File: src/hdl/sarc_pkg.sv
package sarc_pkg;

    // ----------------------------------------------------------------
    // register map (byte addresses, one word each)
    // ----------------------------------------------------------------
    localparam logic [7:0] MODE_OFFSET = 8'h00;
    localparam logic [7:0] RESULT_OFFSET = 8'h04;
    localparam logic [7:0] RESULT_HIGH_OFFSET = 8'h08;
    localparam logic [7:0] CHANNEL_OFFSET = 8'h0C;
    localparam logic [7:0] THR_MODE_OFFSET = 8'h10;
    localparam logic [7:0] THR_VALUE_OFFSET = 8'h14;
    localparam logic [7:0] STATUS_OFFSET = 8'h18;

    localparam logic [7:0] MODE_RESET = 8'h00;
    localparam logic [2:0] CHANNEL_RESET = 3'h0;
    localparam logic [1:0] THR_MODE_RESET = 2'h0;
    localparam logic [7:0] THR_VALUE_RESET = 8'h00;

    localparam logic [1:0] RESP_OKAY = 2'h0;
    localparam logic [1:0] RESP_SLVERR = 2'h2;

    // ----------------------------------------------------------------
    // conversion geometry and timing
    // ----------------------------------------------------------------
    localparam int RESULT_BITS = 10;
    localparam int RESULT_PAD = 6;
    localparam logic [3:0] MSB_INDEX = 4'h9;
    localparam logic [8:0] BIT_CLOCKS = 9'h003;
    localparam logic [8:0] BITS_TOTAL = 9'h01E;
    localparam logic [8:0] MIN_SAMPLE = 9'h001;

    // clocks per conversion, indexed by the time code
    localparam logic [7:0][8:0] NORMAL_CLOCKS = {
        9'h120, 9'h060, 9'h078, 9'h090,
        9'h120, 9'h0C0, 9'h0F0, 9'h120};
    localparam logic [7:0][8:0] FAST3_CLOCKS = {
        9'h038, 9'h070, 9'h0A8, 9'h0E0,
        9'h018, 9'h030, 9'h048, 9'h060};
    localparam logic [7:0][8:0] FAST5_CLOCKS = {
        9'h048, 9'h048, 9'h048, 9'h048,
        9'h012, 9'h024, 9'h036, 9'h048};

    // ----------------------------------------------------------------
    // carriers
    // ----------------------------------------------------------------
    typedef struct packed {
        logic run;
        logic scan;
        logic [2:0] time_code;
        logic fast_5v;
        logic fast_3v;
        logic boost;
    } sarc_mode_type;

    typedef enum logic [2:0] {
        ST_IDLE = 3'b001,
        ST_SAMPLE = 3'b010,
        ST_BIT = 3'b100
    } sarc_state_type;

    typedef enum logic [2:0] {
        REG_MODE,
        REG_RESULT,
        REG_RESULT_HIGH,
        REG_CHANNEL,
        REG_THR_MODE,
        REG_THR_VALUE,
        REG_STATUS,
        REG_NONE
    } sarc_reg_type;

endpackage

File: src/hdl/sarc_top.sv
// The implementer's own choices: the register addresses and the AXI4-Lite slave port.
`timescale 1ns/10ps
// Contract
// - resolve each conversion MSB first, one bit at a time to the LSB.
// - after the LSB decision copy the approximation into the result.
// - the approximation register is not reachable from the bus.
// - result holds 10 bits left-justified in 16, low 6 bits read zero.
// - with threshold detection, raise done only when the compare holds.
// - without threshold detection, raise done on every finished conversion.
// - the high byte view returns the upper 8 result bits.
// - mode register is 8 bits, byte-writable, resets to zero.
// - run bit 0 stops conversion, 1 enables it.
// - scan bit 0 selects one channel, 1 scans several.
// - 5 V fast bit selects high-speed timing when set.
// - 3 V fast bit selects high-speed timing when set.
// - boost bit 0 stops the boost reference, 1 runs it; the code also runs it whenever run is 1.
// - fast mode: rewriting mode during a conversion restarts it.
// - normal timing: code gives 288/240/192/-/144/120/96 clocks.
// - fast timings: 3 V and 5 V clock counts per code.
module sarc_top (
    // clock and reset
    input wire logic aclk,
    input wire logic aresetn,
    // axi4-lite write address
    input wire logic [7:0] s_axi_awaddr,
    input wire logic s_axi_awvalid,
    output logic s_axi_awready,
    // axi4-lite write data
    input wire logic [31:0] s_axi_wdata,
    input wire logic [3:0] s_axi_wstrb,
    input wire logic s_axi_wvalid,
    output logic s_axi_wready,
    // axi4-lite write response
    output logic [1:0] s_axi_bresp,
    output logic s_axi_bvalid,
    input wire logic s_axi_bready,
    // axi4-lite read address
    input wire logic [7:0] s_axi_araddr,
    input wire logic s_axi_arvalid,
    output logic s_axi_arready,
    // axi4-lite read data
    output logic [31:0] s_axi_rdata,
    output logic [1:0] s_axi_rresp,
    output logic s_axi_rvalid,
    input wire logic s_axi_rready,
    // analog front end
    output logic sample_hold,
    output logic [2:0] analog_inputs_select,
    output logic [9:0] trial_code,
    output logic boost_reference_on,
    input wire logic comparator_high,
    // event
    output logic conversion_done_irq
);

    // ----------------------------------------------------------------
    // state
    // ----------------------------------------------------------------
    typedef struct packed {
        logic [7:0] aw_addr;
        logic aw_got;
        logic [7:0] w_data;
        logic w_strb;
        logic w_got;
        logic bvalid;
        logic [1:0] bresp;
        logic rvalid;
        logic [1:0] rresp;
        logic [31:0] rdata;
        sarc_pkg::sarc_mode_type mode;
        logic [2:0] input_channel_select;
        logic [1:0] threshold_compare_mode;
        logic [7:0] threshold_value;
        logic [9:0] result;
        sarc_pkg::sarc_state_type state;
        logic [2:0] channel;
        logic [3:0] bit_idx;
        logic [8:0] count;
        logic [9:0] approx;
        logic cmp_meta;
        logic cmp_sync;
        logic done;
    } sarc_regs_type;

    sarc_regs_type r;
    sarc_regs_type next_r;

    function automatic sarc_pkg::sarc_reg_type decode(input logic [7:0] a);
        unique case (a)
            sarc_pkg::MODE_OFFSET: decode = sarc_pkg::REG_MODE;
            sarc_pkg::RESULT_OFFSET: decode = sarc_pkg::REG_RESULT;
            sarc_pkg::RESULT_HIGH_OFFSET: decode = sarc_pkg::REG_RESULT_HIGH;
            sarc_pkg::CHANNEL_OFFSET: decode = sarc_pkg::REG_CHANNEL;
            sarc_pkg::THR_MODE_OFFSET: decode = sarc_pkg::REG_THR_MODE;
            sarc_pkg::THR_VALUE_OFFSET: decode = sarc_pkg::REG_THR_VALUE;
            sarc_pkg::STATUS_OFFSET: decode = sarc_pkg::REG_STATUS;
            default: decode = sarc_pkg::REG_NONE;
        endcase
    endfunction

    // conversion length in clocks for the current timing selection
    function automatic logic [8:0] conv_clocks(
        input sarc_pkg::sarc_mode_type m);
        if (m.fast_5v && !m.fast_3v) begin
            conv_clocks = sarc_pkg::FAST5_CLOCKS[m.time_code];
        end else if (m.fast_3v && !m.fast_5v) begin
            conv_clocks = sarc_pkg::FAST3_CLOCKS[m.time_code];
        end else begin
            // the forbidden 11 pair falls back to normal timing
            conv_clocks = sarc_pkg::NORMAL_CLOCKS[m.time_code];
        end
    endfunction

    // whatever is left after the bit steps goes to sampling; the two
    // fastest codes cannot fit three clocks per bit and are stretched
    function automatic logic [8:0] sample_clocks(
        input sarc_pkg::sarc_mode_type m);
        logic [8:0] total;
        total = conv_clocks(m);
        if (total > sarc_pkg::BITS_TOTAL) begin
            sample_clocks = total - sarc_pkg::BITS_TOTAL;
        end else begin
            sample_clocks = sarc_pkg::MIN_SAMPLE;
        end
    endfunction

    logic wr_fire;
    logic rd_fire;
    logic mode_write;
    logic [7:0] result_high;
    logic thr_hit;
    sarc_pkg::sarc_mode_type wr_mode;

    assign wr_fire = r.aw_got && r.w_got && !r.bvalid;
    assign rd_fire = s_axi_arvalid && !r.rvalid;
    assign mode_write = wr_fire && r.w_strb &&
        decode(r.aw_addr) == sarc_pkg::REG_MODE;
    assign wr_mode = sarc_pkg::sarc_mode_type'(r.w_data);
    assign result_high = r.approx[9:2];
    // bit 6 of the compare mode picks below instead of at-or-above
    assign thr_hit = r.threshold_compare_mode[0] ?
        (result_high < r.threshold_value) :
        (result_high >= r.threshold_value);

    // ----------------------------------------------------------------
    // next state
    // ----------------------------------------------------------------
    always_comb begin
        next_r = r;
        next_r.done = 1'b0;
        next_r.cmp_meta = comparator_high;
        next_r.cmp_sync = r.cmp_meta;

        // write address and data are taken in either order
        if (s_axi_awvalid && !r.aw_got) begin
            next_r.aw_got = 1'b1;
            next_r.aw_addr = s_axi_awaddr;
        end
        if (s_axi_wvalid && !r.w_got) begin
            next_r.w_got = 1'b1;
            next_r.w_data = s_axi_wdata[7:0];
            next_r.w_strb = s_axi_wstrb[0];
        end
        if (r.bvalid && s_axi_bready) begin
            next_r.bvalid = 1'b0;
        end
        if (wr_fire) begin
            next_r.aw_got = 1'b0;
            next_r.w_got = 1'b0;
            next_r.bvalid = 1'b1;
            next_r.bresp = sarc_pkg::RESP_OKAY;
            unique case (decode(r.aw_addr))
                sarc_pkg::REG_MODE: begin
                    if (r.w_strb) begin
                        next_r.mode = wr_mode;
                    end
                end
                sarc_pkg::REG_CHANNEL: begin
                    if (r.w_strb) begin
                        next_r.input_channel_select = r.w_data[2:0];
                    end
                end
                sarc_pkg::REG_THR_MODE: begin
                    if (r.w_strb) begin
                        next_r.threshold_compare_mode = r.w_data[7:6];
                    end
                end
                sarc_pkg::REG_THR_VALUE: begin
                    if (r.w_strb) begin
                        next_r.threshold_value = r.w_data;
                    end
                end
                // result and status ignore writes; the approximation
                // has no address at all
                sarc_pkg::REG_RESULT, sarc_pkg::REG_RESULT_HIGH,
                sarc_pkg::REG_STATUS: begin
                end
                sarc_pkg::REG_NONE: begin
                    next_r.bresp = sarc_pkg::RESP_SLVERR;
                end
            endcase
        end

        // read: one cycle from address to data
        if (r.rvalid && s_axi_rready) begin
            next_r.rvalid = 1'b0;
        end
        if (rd_fire) begin
            next_r.rvalid = 1'b1;
            next_r.rresp = sarc_pkg::RESP_OKAY;
            next_r.rdata = '0;
            unique case (decode(s_axi_araddr))
                sarc_pkg::REG_MODE: next_r.rdata[7:0] = r.mode;
                sarc_pkg::REG_RESULT: begin
                    next_r.rdata[15:0] = {r.result,
                        {sarc_pkg::RESULT_PAD{1'b0}}};
                end
                sarc_pkg::REG_RESULT_HIGH: begin
                    next_r.rdata[7:0] = r.result[9:2];
                end
                sarc_pkg::REG_CHANNEL: begin
                    next_r.rdata[2:0] = r.input_channel_select;
                end
                sarc_pkg::REG_THR_MODE: begin
                    next_r.rdata[7:6] = r.threshold_compare_mode;
                end
                sarc_pkg::REG_THR_VALUE: begin
                    next_r.rdata[7:0] = r.threshold_value;
                end
                sarc_pkg::REG_STATUS: begin
                    next_r.rdata[7:0] = {r.state != sarc_pkg::ST_IDLE,
                        r.state == sarc_pkg::ST_SAMPLE, 3'h0, r.channel};
                end
                sarc_pkg::REG_NONE: next_r.rresp = sarc_pkg::RESP_SLVERR;
            endcase
        end

        // sequencer
        unique case (r.state)
            sarc_pkg::ST_IDLE: begin
                if (r.mode.run) begin
                    next_r.state = sarc_pkg::ST_SAMPLE;
                    next_r.count = sample_clocks(r.mode);
                    next_r.channel = r.mode.scan ?
                        3'h0 : r.input_channel_select;
                    next_r.approx = '0;
                end
            end
            sarc_pkg::ST_SAMPLE: begin
                if (r.count == 9'h001) begin
                    next_r.state = sarc_pkg::ST_BIT;
                    next_r.bit_idx = sarc_pkg::MSB_INDEX;
                    next_r.count = sarc_pkg::BIT_CLOCKS;
                    next_r.approx[sarc_pkg::MSB_INDEX] = 1'b1;
                end else begin
                    next_r.count = r.count - 9'h001;
                end
            end
            sarc_pkg::ST_BIT: begin
                if (r.count == 9'h001) begin
                    // keep the trial bit only if the input is above it
                    next_r.approx[r.bit_idx] = r.cmp_sync;
                    if (r.bit_idx == 4'h0) begin
                        next_r.result = {r.approx[9:1], r.cmp_sync};
                        next_r.done = !r.threshold_compare_mode[1] ||
                            thr_hit;
                        next_r.state = sarc_pkg::ST_SAMPLE;
                        next_r.count = sample_clocks(r.mode);
                        next_r.approx = '0;
                        if (!r.mode.scan) begin
                            next_r.channel = r.input_channel_select;
                        end else if (r.channel >= r.input_channel_select) begin
                            next_r.channel = 3'h0;
                        end else begin
                            next_r.channel = r.channel + 3'h1;
                        end
                    end else begin
                        next_r.bit_idx = r.bit_idx - 4'h1;
                        next_r.approx[r.bit_idx - 4'h1] = 1'b1;
                        next_r.count = sarc_pkg::BIT_CLOCKS;
                    end
                end else begin
                    next_r.count = r.count - 9'h001;
                end
            end
        endcase

        // the threshold compare needs the finished word, so use the
        // completed approximation for the high byte on the last step
        if (r.state == sarc_pkg::ST_BIT && r.count == 9'h001 &&
            r.bit_idx == 4'h0 && r.threshold_compare_mode[1]) begin
            next_r.done = r.threshold_compare_mode[0] ?
                ({r.approx[9:2]} < r.threshold_value) :
                ({r.approx[9:2]} >= r.threshold_value);
        end

        // a rewrite in fast timing throws the conversion away
        if (mode_write && r.state != sarc_pkg::ST_IDLE && wr_mode.run &&
            (r.mode.fast_5v ^ r.mode.fast_3v)) begin
            next_r.state = sarc_pkg::ST_SAMPLE;
            next_r.count = sample_clocks(wr_mode);
            next_r.approx = '0;
            next_r.done = 1'b0;
        end

        // stop wins over everything; the result register is untouched
        if (!next_r.mode.run) begin
            next_r.state = sarc_pkg::ST_IDLE;
            next_r.approx = '0;
            next_r.done = 1'b0;
        end
    end

    // ----------------------------------------------------------------
    // registers
    // ----------------------------------------------------------------
    always_ff @(posedge aclk) begin
        if (!aresetn) begin
            r <= '0;
            r.mode <= sarc_pkg::MODE_RESET;
            r.input_channel_select <= sarc_pkg::CHANNEL_RESET;
            r.threshold_compare_mode <= sarc_pkg::THR_MODE_RESET;
            r.threshold_value <= sarc_pkg::THR_VALUE_RESET;
            r.state <= sarc_pkg::ST_IDLE;
        end else begin
            r <= next_r;
        end
    end

    // ----------------------------------------------------------------
    // outputs
    // ----------------------------------------------------------------
    assign s_axi_awready = !r.aw_got;
    assign s_axi_wready = !r.w_got;
    assign s_axi_bvalid = r.bvalid;
    assign s_axi_bresp = r.bresp;
    assign s_axi_arready = !r.rvalid;
    assign s_axi_rvalid = r.rvalid;
    assign s_axi_rresp = r.rresp;
    assign s_axi_rdata = r.rdata;
    assign sample_hold = r.state == sarc_pkg::ST_SAMPLE;
    assign analog_inputs_select = r.channel;
    assign trial_code = r.approx;
    // the generator also comes up on its own while running
    assign boost_reference_on = r.mode.boost || r.mode.run;
    assign conversion_done_irq = r.done;

endmodule

File: config.mk
export PLATFORM = sky130hd
export DESIGN_NAME = sarc_top
export DESIGN_NICKNAME = d
export VERILOG_FILES = /design/src/hdl/sarc_pkg.sv /design/src/hdl/sarc_top.sv
export SDC_FILE = /design/constraint.sdc
export NUM_CORES = 1
export LEC_CHECK = 0
export BUFFER_PORTS_ARGS = -buffer_cell sky130_fd_sc_hd__buf_2
export CORE_ASPECT_RATIO = 2
export CORE_MARGIN = 3
export CORE_UTILIZATION = 51
export CTS_BUF_LIST = sky130_fd_sc_hd__clkbuf_8 sky130_fd_sc_hd__clkbuf_16
export DETAILED_ROUTE_END_ITERATION = 7
export MAX_ROUTING_LAYER = met4
export PLACE_DENSITY = 0.76
export SYNTH_ARGS = -nofsm -noshare
export SYNTH_HDL_FRONTEND = slang
export SYNTH_SLANG_ARGS = --single-unit
File: constraint.sdc
create_clock -name aclk -period 1.9 [get_ports aclk]
set_input_delay 0.19 -clock aclk [delete_from_list [all_inputs] [get_ports aclk]]
set_output_delay 0.19 -clock aclk [all_outputs]
set_load 0.005 [all_outputs]
Word level (Yosys, flattened, before mapping)
Memory sizes are Yosys's and may differ from the RTL's. A register that Yosys moved wholly into a read port is not among the register bits.
Cells that the tools add are included.
{"block": "op_classes", "addsub": 6, "n_lt_le_gt_ge": 12, "eq_ne": 37, "mux": 86, "bitwise": 4, "reduce_logical": 56}
{"operator": "$mux W9", "count": 21}
{"operator": "$mux W3", "count": 21}
{"operator": "$mux W19", "count": 3}
{"operator": "$eq A8 B5 Y1 const B", "count": 6}
{"operator": "$pmux W3 S7", "count": 2}
{"operator": "$mux W8", "count": 5}
{"operator": "$mux W35", "count": 1}
{"operator": "$eq A8 B4 Y1 const B", "count": 4}
{"operator": "$pmux W10 S3", "count": 1}
{"operator": "$gt A9 B5 Y1 const B", "count": 3}
{"operator": "$sub A9 B5 Y9 const B", "count": 3}
{"operator": "$eq A3 B3 Y1 const B", "count": 8}
{"operator": "$logic_and A1 B1 Y1", "count": 21}
{"operator": "$mux W21", "count": 1}
{"operator": "$reduce_and A3 Y1", "count": 7}
{"operator": "$mux W10", "count": 2}
{"operator": "$pmux W3 S3", "count": 2}
{"operator": "$pmux W9 S2", "count": 1}
{"operator": "$eq A8 B3 Y1 const B", "count": 2}
{"operator": "$logic_not A8 Y1", "count": 2}
{"operator": "$reduce_and A4 Y1", "count": 4}
{"operator": "$pmux W3 S5", "count": 1}
{"operator": "$eq A3 B2 Y1 const B", "count": 4}
{"operator": "$mux W6", "count": 2}
{"operator": "34 further kinds", "count": 74}
{"block": "totals", "regBits": 104, "mem_bits_ro": 432, "elab_cells": 237, "mem_count": 6}
{"memory": "(no name shown)", "words": 8, "width": 9, "rd": 1, "rd_clocked_by_memory_dff": 1, "write_ports": 0, "line": "sarc_top.sv:110", "rtl": "conv_clocks = sarc_pkg::NORMAL_CLOCKS[m.time_code];"}
{"memory": "(no name shown)", "words": 8, "width": 9, "rd": 1, "rd_clocked_by_memory_dff": 1, "write_ports": 0, "line": "sarc_top.sv:107", "rtl": "conv_clocks = sarc_pkg::FAST3_CLOCKS[m.time_code];"}
{"memory": "(no name shown)", "words": 8, "width": 9, "rd": 1, "rd_clocked_by_memory_dff": 1, "write_ports": 0, "line": "sarc_top.sv:105", "rtl": "conv_clocks = sarc_pkg::FAST5_CLOCKS[m.time_code];"}
{"memory": "(no name shown)", "words": 8, "width": 9, "rd": 1, "rd_clocked_by_memory_dff": 1, "write_ports": 0, "line": "sarc_top.sv:110"}
{"memory": "(no name shown)", "words": 8, "width": 9, "rd": 1, "rd_clocked_by_memory_dff": 1, "write_ports": 0, "line": "sarc_top.sv:107"}
{"memory": "(no name shown)", "words": 8, "width": 9, "rd": 1, "rd_clocked_by_memory_dff": 1, "write_ports": 0, "line": "sarc_top.sv:105"}

Logic depth before layout (Yosys ltp)
Gate-level depths: netlist of the first run.
{"block": "logic_depth", "word_depth": 13, "depth_mapped": 11}

Worst setup path before layout of the first run
No wires, ideal clock.
{"block": "synth_path", "path_type": "register to register", "from": "register r[118] (netlist bit)", "to": "register with a tool-made name", "arrival_time_ps": 1965, "required_time_ps": 1786, "slack_ps": -179, "path_stages_with_launch": 8, "period_less_slack_ps": 2079, "cell_sequence": "dfxtp_1 -> nor4_4 -> nand4_4 -> mux2_2 -> nand2_1 -> ha_1 -> nor2b_2 -> a21o_1"}
{"item": "from (decl)", "line": "sarc_top.sv:85", "rtl": "sarc_regs_type r;"}
{"item": "from (signal assigned)", "line": "sarc_top.sv:326", "rtl": "r <= next_r;"}

Final worst setup path of the first run
{"block": "layout_path", "from": "register r[56] (netlist bit)", "to": "register r[14] (netlist bit)"}
{"block": "layout_via", "elab_chain_cells": 12, "elab_cells_between_ends": 24, "classes_between": "add/sub (2); order compare (2); eq/ne (1); mux (14); bitwise (1); reduce/logical (4)"}
{"item": "$logic_and A1 B1 Y1 / $logic_not A1 Y1 (equally long branches)", "line": "sarc_top.sv:106, sarc_top.sv:104"}
{"item": "$mux W9 / $logic_and A1 B1 Y1 (equally long branches)", "line": "sarc_top.sv:106, sarc_top.sv:104"}
{"item": "$mux W9", "line": "sarc_top.sv:104", "rtl": "if (m.fast_5v && !m.fast_3v) begin"}
{"item": "$mux W9", "line": "sarc_top.sv:263", "rtl": "if (r.bit_idx == 4'h0) begin"}
{"item": "$mux W9", "line": "sarc_top.sv:260", "rtl": "if (r.count == 9'h001) begin"}
{"item": "$mux W9", "line": "sarc_top.sv:239", "rtl": "unique case (r.state)"}
{"item": "$sub A9 B5 Y9 / $gt A9 B5 Y1 (equally long branches)", "line": "sarc_top.sv:121, sarc_top.sv:120"}
{"item": "$mux W9", "line": "sarc_top.sv:120", "rtl": "if (total > sarc_pkg::BITS_TOTAL) begin"}
{"item": "$mux W19", "line": "sarc_top.sv:263"}
{"item": "$mux W9", "line": "sarc_top.sv:260"}
{"item": "$pmux W10 S3", "line": "sarc_top.sv:239"}
{"item": "$mux W19", "line": "sarc_top.sv:298", "rtl": "if (mode_write && r.state != sarc_pkg::ST_IDLE && wr_mode.run &&"}
Parallel ways exist; a longest one is shown, timed or not. The select of a mux whose other input is x is not followed.
A chain may end at the register's enable or synchronous reset.

==> impl_metrics.csv, run 1 <==
group,metric,value,unit
synth,synth_flop_cell,"dfxtp_1",
detailed_routing,via_count,6390,
sta,rsz0062_at_grt,"true",
setup_path,crit_type,"reg -> reg",
detailed_routing,via_per_inst,5.73,
place,dpl.hpwl,14000,um
setup_path,critPathLaunchType,"register",
synth,synth.area.mux_share,0.0846,
cts,cts_tree,"built",
synth,synth.distinct_cells,79,
place,placed_cell_area,7860,sq um
floorplanning,die_h,171,um
layout,design_area,8870,sq um
floorplanning,rows,59,
pwr,swShare,0.240,
detailed_routing,wirelength,19300,um
floorplanning,dieArea,15200,sq um
global_route,grt_pass1_vias,6327,
sta,finalWorstSetupSlack,-0.0458,ns
floorplanning,floorplan.initialDensity,0.528,
sta,fmax,514,MHz
sta,setup_viol,7,
global_route,track_usage,0.260,
synth,netlist_instances,810,
min_path,hold_path_class,"in -> reg",
detailed_routing,first_pass_iters,5,
pwr,cellPowerDensity,762,nW/um^2
synth,synthTopCellsByArea,"dfxtp_1 (37%), mux2i_1 (6.6%), ha_1 (6.1%)",
global_route,gr-total-overflow,0,
synth,synth_compound_area_frac,0.163,
synth,syn_avg_cell_area,8.62,sq um
cts,path_clk_slew,0.06,ns
layout,diodes,0,
pwr,ir_drop,0.648,mV
synth,synth-simple-area-share,0.207,
synth,yosys_warnings,0,
setup_path,cpLargestDelayFamily,"simple AND/OR/NAND/NOR gates",
synth,synth_most_common_cell,"dfxtp_1",
sta,tightest_slew,0.603,ns
detailed_routing,routedWlPerCell,17.3,um
setup_path,reg2reg_slack,-0.05,ns
cts,cts.path.max_buffers,2,
layout,synthToLayoutAreaGrowth,27.1,%
setup_path,cp_max_fo,7,
setup_path,worstPathRequired,2.22,ns
synth,synth_top_area_share,0.373,
cts,cts_max_level,4,
pwr,p_clk_frac,0.504,
floorplanning,io_pins,117,
layout,utilization,0.671,
synth,ys_ff_latch,130,
sta,fin_crit,1.95,ns
synth,async_reset_ff_frac,0,
setup_path,cp_slowest_cell,"nor3_1",
synth,synth_area_leader_cell,"dfxtp_1",
flow_run,cap_violations,0,
pwr,p_comb_frac,0.075,
cts,cts.root.buffer_cell,"clkbuf_16",
detailed_routing,route.detailed.drc,0,
sta,hold_viol,0,
sta,drv_slew,0,
setup_path,path_cells,"inv_1 -> ha_4 -> nor3_1 -> nand2_4 -> nor3_2 -> nor2_1 -> a221oi_2",
layout,instances_no_fill,1116,
sta,setup_tns,-0.136,ns
synth,synth_edf_count,0,
synth,synth-xor-area-share,0.0151,
run_status,status,"finished with violations",
cts,clkSinkCount,130,
floorplanning,fp.coreArea,13200,sq um
cts,cts_made_buffers,17,
layout,drive_gt1_frac,0.313,
setup_path,slowest_delay,0.50,ns
run_status,violations,"negative setup slack",
floorplanning,die_x,88.7,um
layout,layout.nets,1045,
synth,syn_area,6980,sq um
pwr,sequentialPowerShare,0.421,
global_route,antenna_found_initial,0,
pwr,p_int,5.14,mW
synth,synth_top_family_by_area,"simple AND/OR/NAND/NOR gates",
sta,relSlewSlack,0.598,
sta,finalCritPeriodShare,1.02,
detailed_routing,route.antenna.remaining_nets,0,
synth,synth-adder-area-share,0.0610,
pwr,p_leak,3.83,nW
sta,skew,0.0105,ns
global_route,grt_max_degree,52,
pwr,power,6.76,mW
setup_path,end_kind,"register",
place,gp_congestion,0.909,
place,dp.cells,1066,
global_route,grt_pass1_wl,29800,um
cts,clock_latency,0.42,ns
detailed_routing,drt_iter0_markers,392,
setup_path,critPathBufInv,1,
synth,synth_common_cells,"dfxtp_1 (130), nand2_1 (87), nor2_1 (87)",
setup_path,cp.arrival,2.27,ns
place,io_buffers,71,
place,preCtsSetupSlack,-0.0464,ns
sta,holdWs,0.0132,ns
synth,ys_seq_area_frac,0.373,
pwr,switching_power,1.62,mW
final cells by class:
cell class                      count  area [sq um]
Clock buffer                       18           439
Sequential cell                   130          2620
Timing Repair Buffer              183          1240
Tap cell                          152           190
Multi-Input combinational cell    575          4040
Fill cell                        1035          4340
Clock inverter                     14           175
Inverter                           44           168
worst paths after layout:
| kind | start | cells past startpoint | to |
|---|---|---|---|
| min reg2reg | next_r[1] | 1 | r[1] |
| max | r[56] | 7 | r[14] |
| min | s_axi_wdata[2] | 3 | wr_mode[2] |
| max reg2reg | r[56] | 7 | r[14] |
placed cells by master (no fill, tap or decap), types with 17 or more instances in the layout:
cell type and count:
dfxtp_1 122, a21oi_1 49, mux2i_1 46, buf_2 71, buf_4 98, inv_1 38, nand2_1 84, ha_1 25
clkbuf_16 17, o21ai_0 19, nand3_1 17, conb_1 18, a22oi_1 20, nor2_1 83
power groups by stage:
stage	Sequential (mW)	Clock [mW]	Combinational, mW
finish	2.85	3.41	0.505
global route	2.85	3.57	0.559
CTS	2.85	3.44	0.488
floorplan	2.89	0	0.330
detailed placement	2.91	0	0.468
global placement	2.90	0	0.458
layer usage:
metal	up-vias	global-route usage	routed length, um
li1	3035	-	-
met5	-	-	0
met3	87	0.0494	873
met4	0	0.142	997
met1	3029	0.238	6340
met2	239	0.485	11100
cells by family (layout without fill, tap and decap cells):
group | count (synthesis) | count (layout)
muxes | 57 | 57
DFF | 130 | 130
AOI/OAI and AO/OA | 166 | 166
and+or+nand+nor | 288 | 288
adders and majority gates | 34 | 34
xor gates and xnor gates | 12 | 12
buffers and inverters | 122 | 259
other | 1 | 18
worst register-to-register path, cell delays in order (launching register included):
cell and delay (ns):
dfxtp_2 0.36, inv_1 0.08, ha_4 0.24, nor3_1 0.50
nand2_4 0.18, nor3_2 0.20, nor2_1 0.08, a221oi_2 0.23
what timing repair did:
item                       4_1_cts  5_1_grt
gates resized for setup          5       63
setup buffers                    1        7
hold buffers                    10        0
pin swaps                        1        9
setup endpoints to repair       13       54
hold endpoints to repair        10        0
Note: power is estimated with default switching activity, not from simulation.
==> run 2, diff against run 1 <==
CELL_PAD_IN_SITES_DETAIL_PLACEMENT = 1   (was unset)
CELL_PAD_IN_SITES_GLOBAL_PLACEMENT = 1   (was unset)
CORE_UTILIZATION = 38   (was 51)
MAX_ROUTING_LAYER = unset   (was met4)
PLACE_DENSITY = unset   (was 0.76)
PLACE_DENSITY_LB_ADDON = 0.1   (was unset)
==> impl_metrics.csv, run 2 (same netlist as run 1, synthesis figures left out) <==
group,metric,value,unit
run_status,status,"finished with violations",
run_status,violations,"negative setup slack",
sta,relSlewSlack,0.645,
setup_path,end_kind,"register",
detailed_routing,route.antenna.remaining_nets,0,
sta,tightest_slew,0.533,ns
sta,hold_viol,0,
cts,clock_latency,0.43,ns
sta,holdWs,0.0141,ns
cts,path_clk_slew,0.06,ns
setup_path,worstPathRequired,2.27,ns
cts,cts_tree,"built",
pwr,cellPowerDensity,742,nW/um^2
setup_path,worstReg2RegStart,"r[57]",
detailed_routing,routedWlPerCell,19.3,um
sta,fin_crit,1.97,ns
place,dpl.hpwl,18000,um
sta,rsz0062_at_grt,"true",
cts,clkSinkCount,130,
min_path,min_from,"s_axi_awaddr[3]",
setup_path,cp.arrival,2.34,ns
layout,final_common_cell,"dfxtp_1",
floorplanning,rows,69,
min_path,hold-path-endpoint,"r[115]",
detailed_routing,wirelength,23100,um
sta,fmax,507,MHz
global_route,antenna_found_initial,0,
floorplanning,die_x,102,um
detailed_routing,first_pass_iters,6,
sta,skew,0.0149,ns
pwr,p_leak,3.98,nW
detailed_routing,via_count,6328,
sta,setup_viol,9,
sta,finalCritPeriodShare,1.04,
layout,synthToLayoutAreaGrowth,33.4,%
layout,layout.nets,1064,
min_path,hold_path_class,"in -> reg",
layout,layout_common_cells,"dfxtp_1 (120), buf_4 (117), nand2_1 (85)",
detailed_routing,via_per_inst,5.29,
global_route,grt_max_degree,45,
global_route,grt_pass1_wl,36100,um
global_route,grt_pass1_vias,6979,
place,io_buffers,71,
cts,cts.root.buffer_cell,"clkbuf_16",
setup_path,reg2reg_slack,-0.07,ns
global_route,track_usage,0.234,
setup_path,ff2ff_path_depth,8,
layout,diodes,0,
floorplanning,io_pins,117,
pwr,ir_drop,0.436,mV
floorplanning,die_h,198,um
sta,drv_slew,0,
floorplanning,fp.coreArea,17900,sq um
place,gp_congestion,0.831,
detailed_routing,route.detailed.drc,0,
cts,cts_max_level,4,
floorplanning,dieArea,20100,sq um
setup_path,reg2reg_to,"r[13]",
floorplanning,floorplan.initialDensity,0.391,
cts,cts_made_buffers,17,
min_path,hold_path_depth,3,
cts,cts.path.max_buffers,2,
setup_path,crit_type,"reg -> reg",
setup_path,cp_max_fo,7,
pwr,power,6.90,mW
layout,drive_gt1_frac,0.353,
flow_run,cap_violations,0,
setup_path,critPathLaunchType,"register",
detailed_routing,drt_iter0_markers,170,
sta,finalWorstSetupSlack,-0.0731,ns
global_route,gr-total-overflow,0,
## run 2: cell count changes in the layout (fill, tap and decap cells not counted), sizes merged
cell | previous run | this run
inv | 50 | 52
buf | 173 | 196
dlygate4sd3 | 10 | 6
clkinv | 3 | 2
clkbuf | 18 | 17
## run 2: repair_timing
item | CTS | global route
gates resized for setup | 35 | 76
hold endpoints to repair | 6 | 0
buffers inserted | 5 | 11
gates cloned | 1 | 0
pin swaps | 6 | 21
hold buffers | 6 | 0
setup endpoints to repair | 46 | 60
## run 2: worst max-delay path: stages (launching register included)
cell and delay, ns:
dfxtp_4 0.35, inv_4 0.06, ha_4 0.17, mux2_4 0.32
o21ai_4 0.20, nand2_4 0.09, o31a_4 0.34, a2111oi_4 0.23
o21a_1 0.15
## run 2: final cells by class
class	instances	area (sq um)
inverters	44	168
repair buffers	202	1410
multi-input cells	575	4220
clock buffers	17	425
fillers	2118	8560
clock inverters	15	191
well taps	213	267
flip-flops and latches	130	2620
## run 2: worst max path at each step
stage	cells after the start	to	from	slack, ns
after detailed placement	8	r[14]	r[56]	-0.20
after global placement	8	r[14]	r[56]	-0.11
after global routing	8	r[13]	r[57]	-0.13
after CTS	7	register	r[118]	-0.04
after floorplan	9	r[15]	r[57]	-0.05
final	8	r[13]	r[57]	-0.07
## run 2: power by group
| part | total [mW] | switching, mW | internal (mW) | leakage, nW |
|---|---|---|---|---|
| clock network | 3.49 | 1.39 | 2.10 | 0.298 |
| logic | 0.564 | 0.306 | 0.258 | 2.62 |
| registers | 2.85 | 0.0524 | 2.79 | 1.06 |
## run 2: metrics by stage
stage                     instance area [sq um]  utilization  TNS (ns)  worst slack, ns  instances
after floorplan                            7100            -    -0.176          -0.0478        827
after global routing                       9310        0.521     -1.80           -0.127       1196
final                                      9310        0.521    -0.224          -0.0731       1196
after global placement                     8060        0.451    -0.611           -0.105       1142
after CTS                                  8920        0.499    -0.178          -0.0425       1186
after detailed placement                   8060        0.451     -2.79           -0.197       1142
## run 2: routing by layer
| metal | vias up | track usage | share of wire | wire length [um] |
|---|---|---|---|---|
| met5 | - | 0 | 0 | 0 |
| met4 | 0 | 0.110 | 0.043 | 992 |
| met3 | 63 | 0.0375 | 0.023 | 540 |
| met2 | 113 | 0.478 | 0.60 | 13900 |
| met1 | 3090 | 0.212 | 0.33 | 7700 |
| li1 | 3062 | - | - | - |
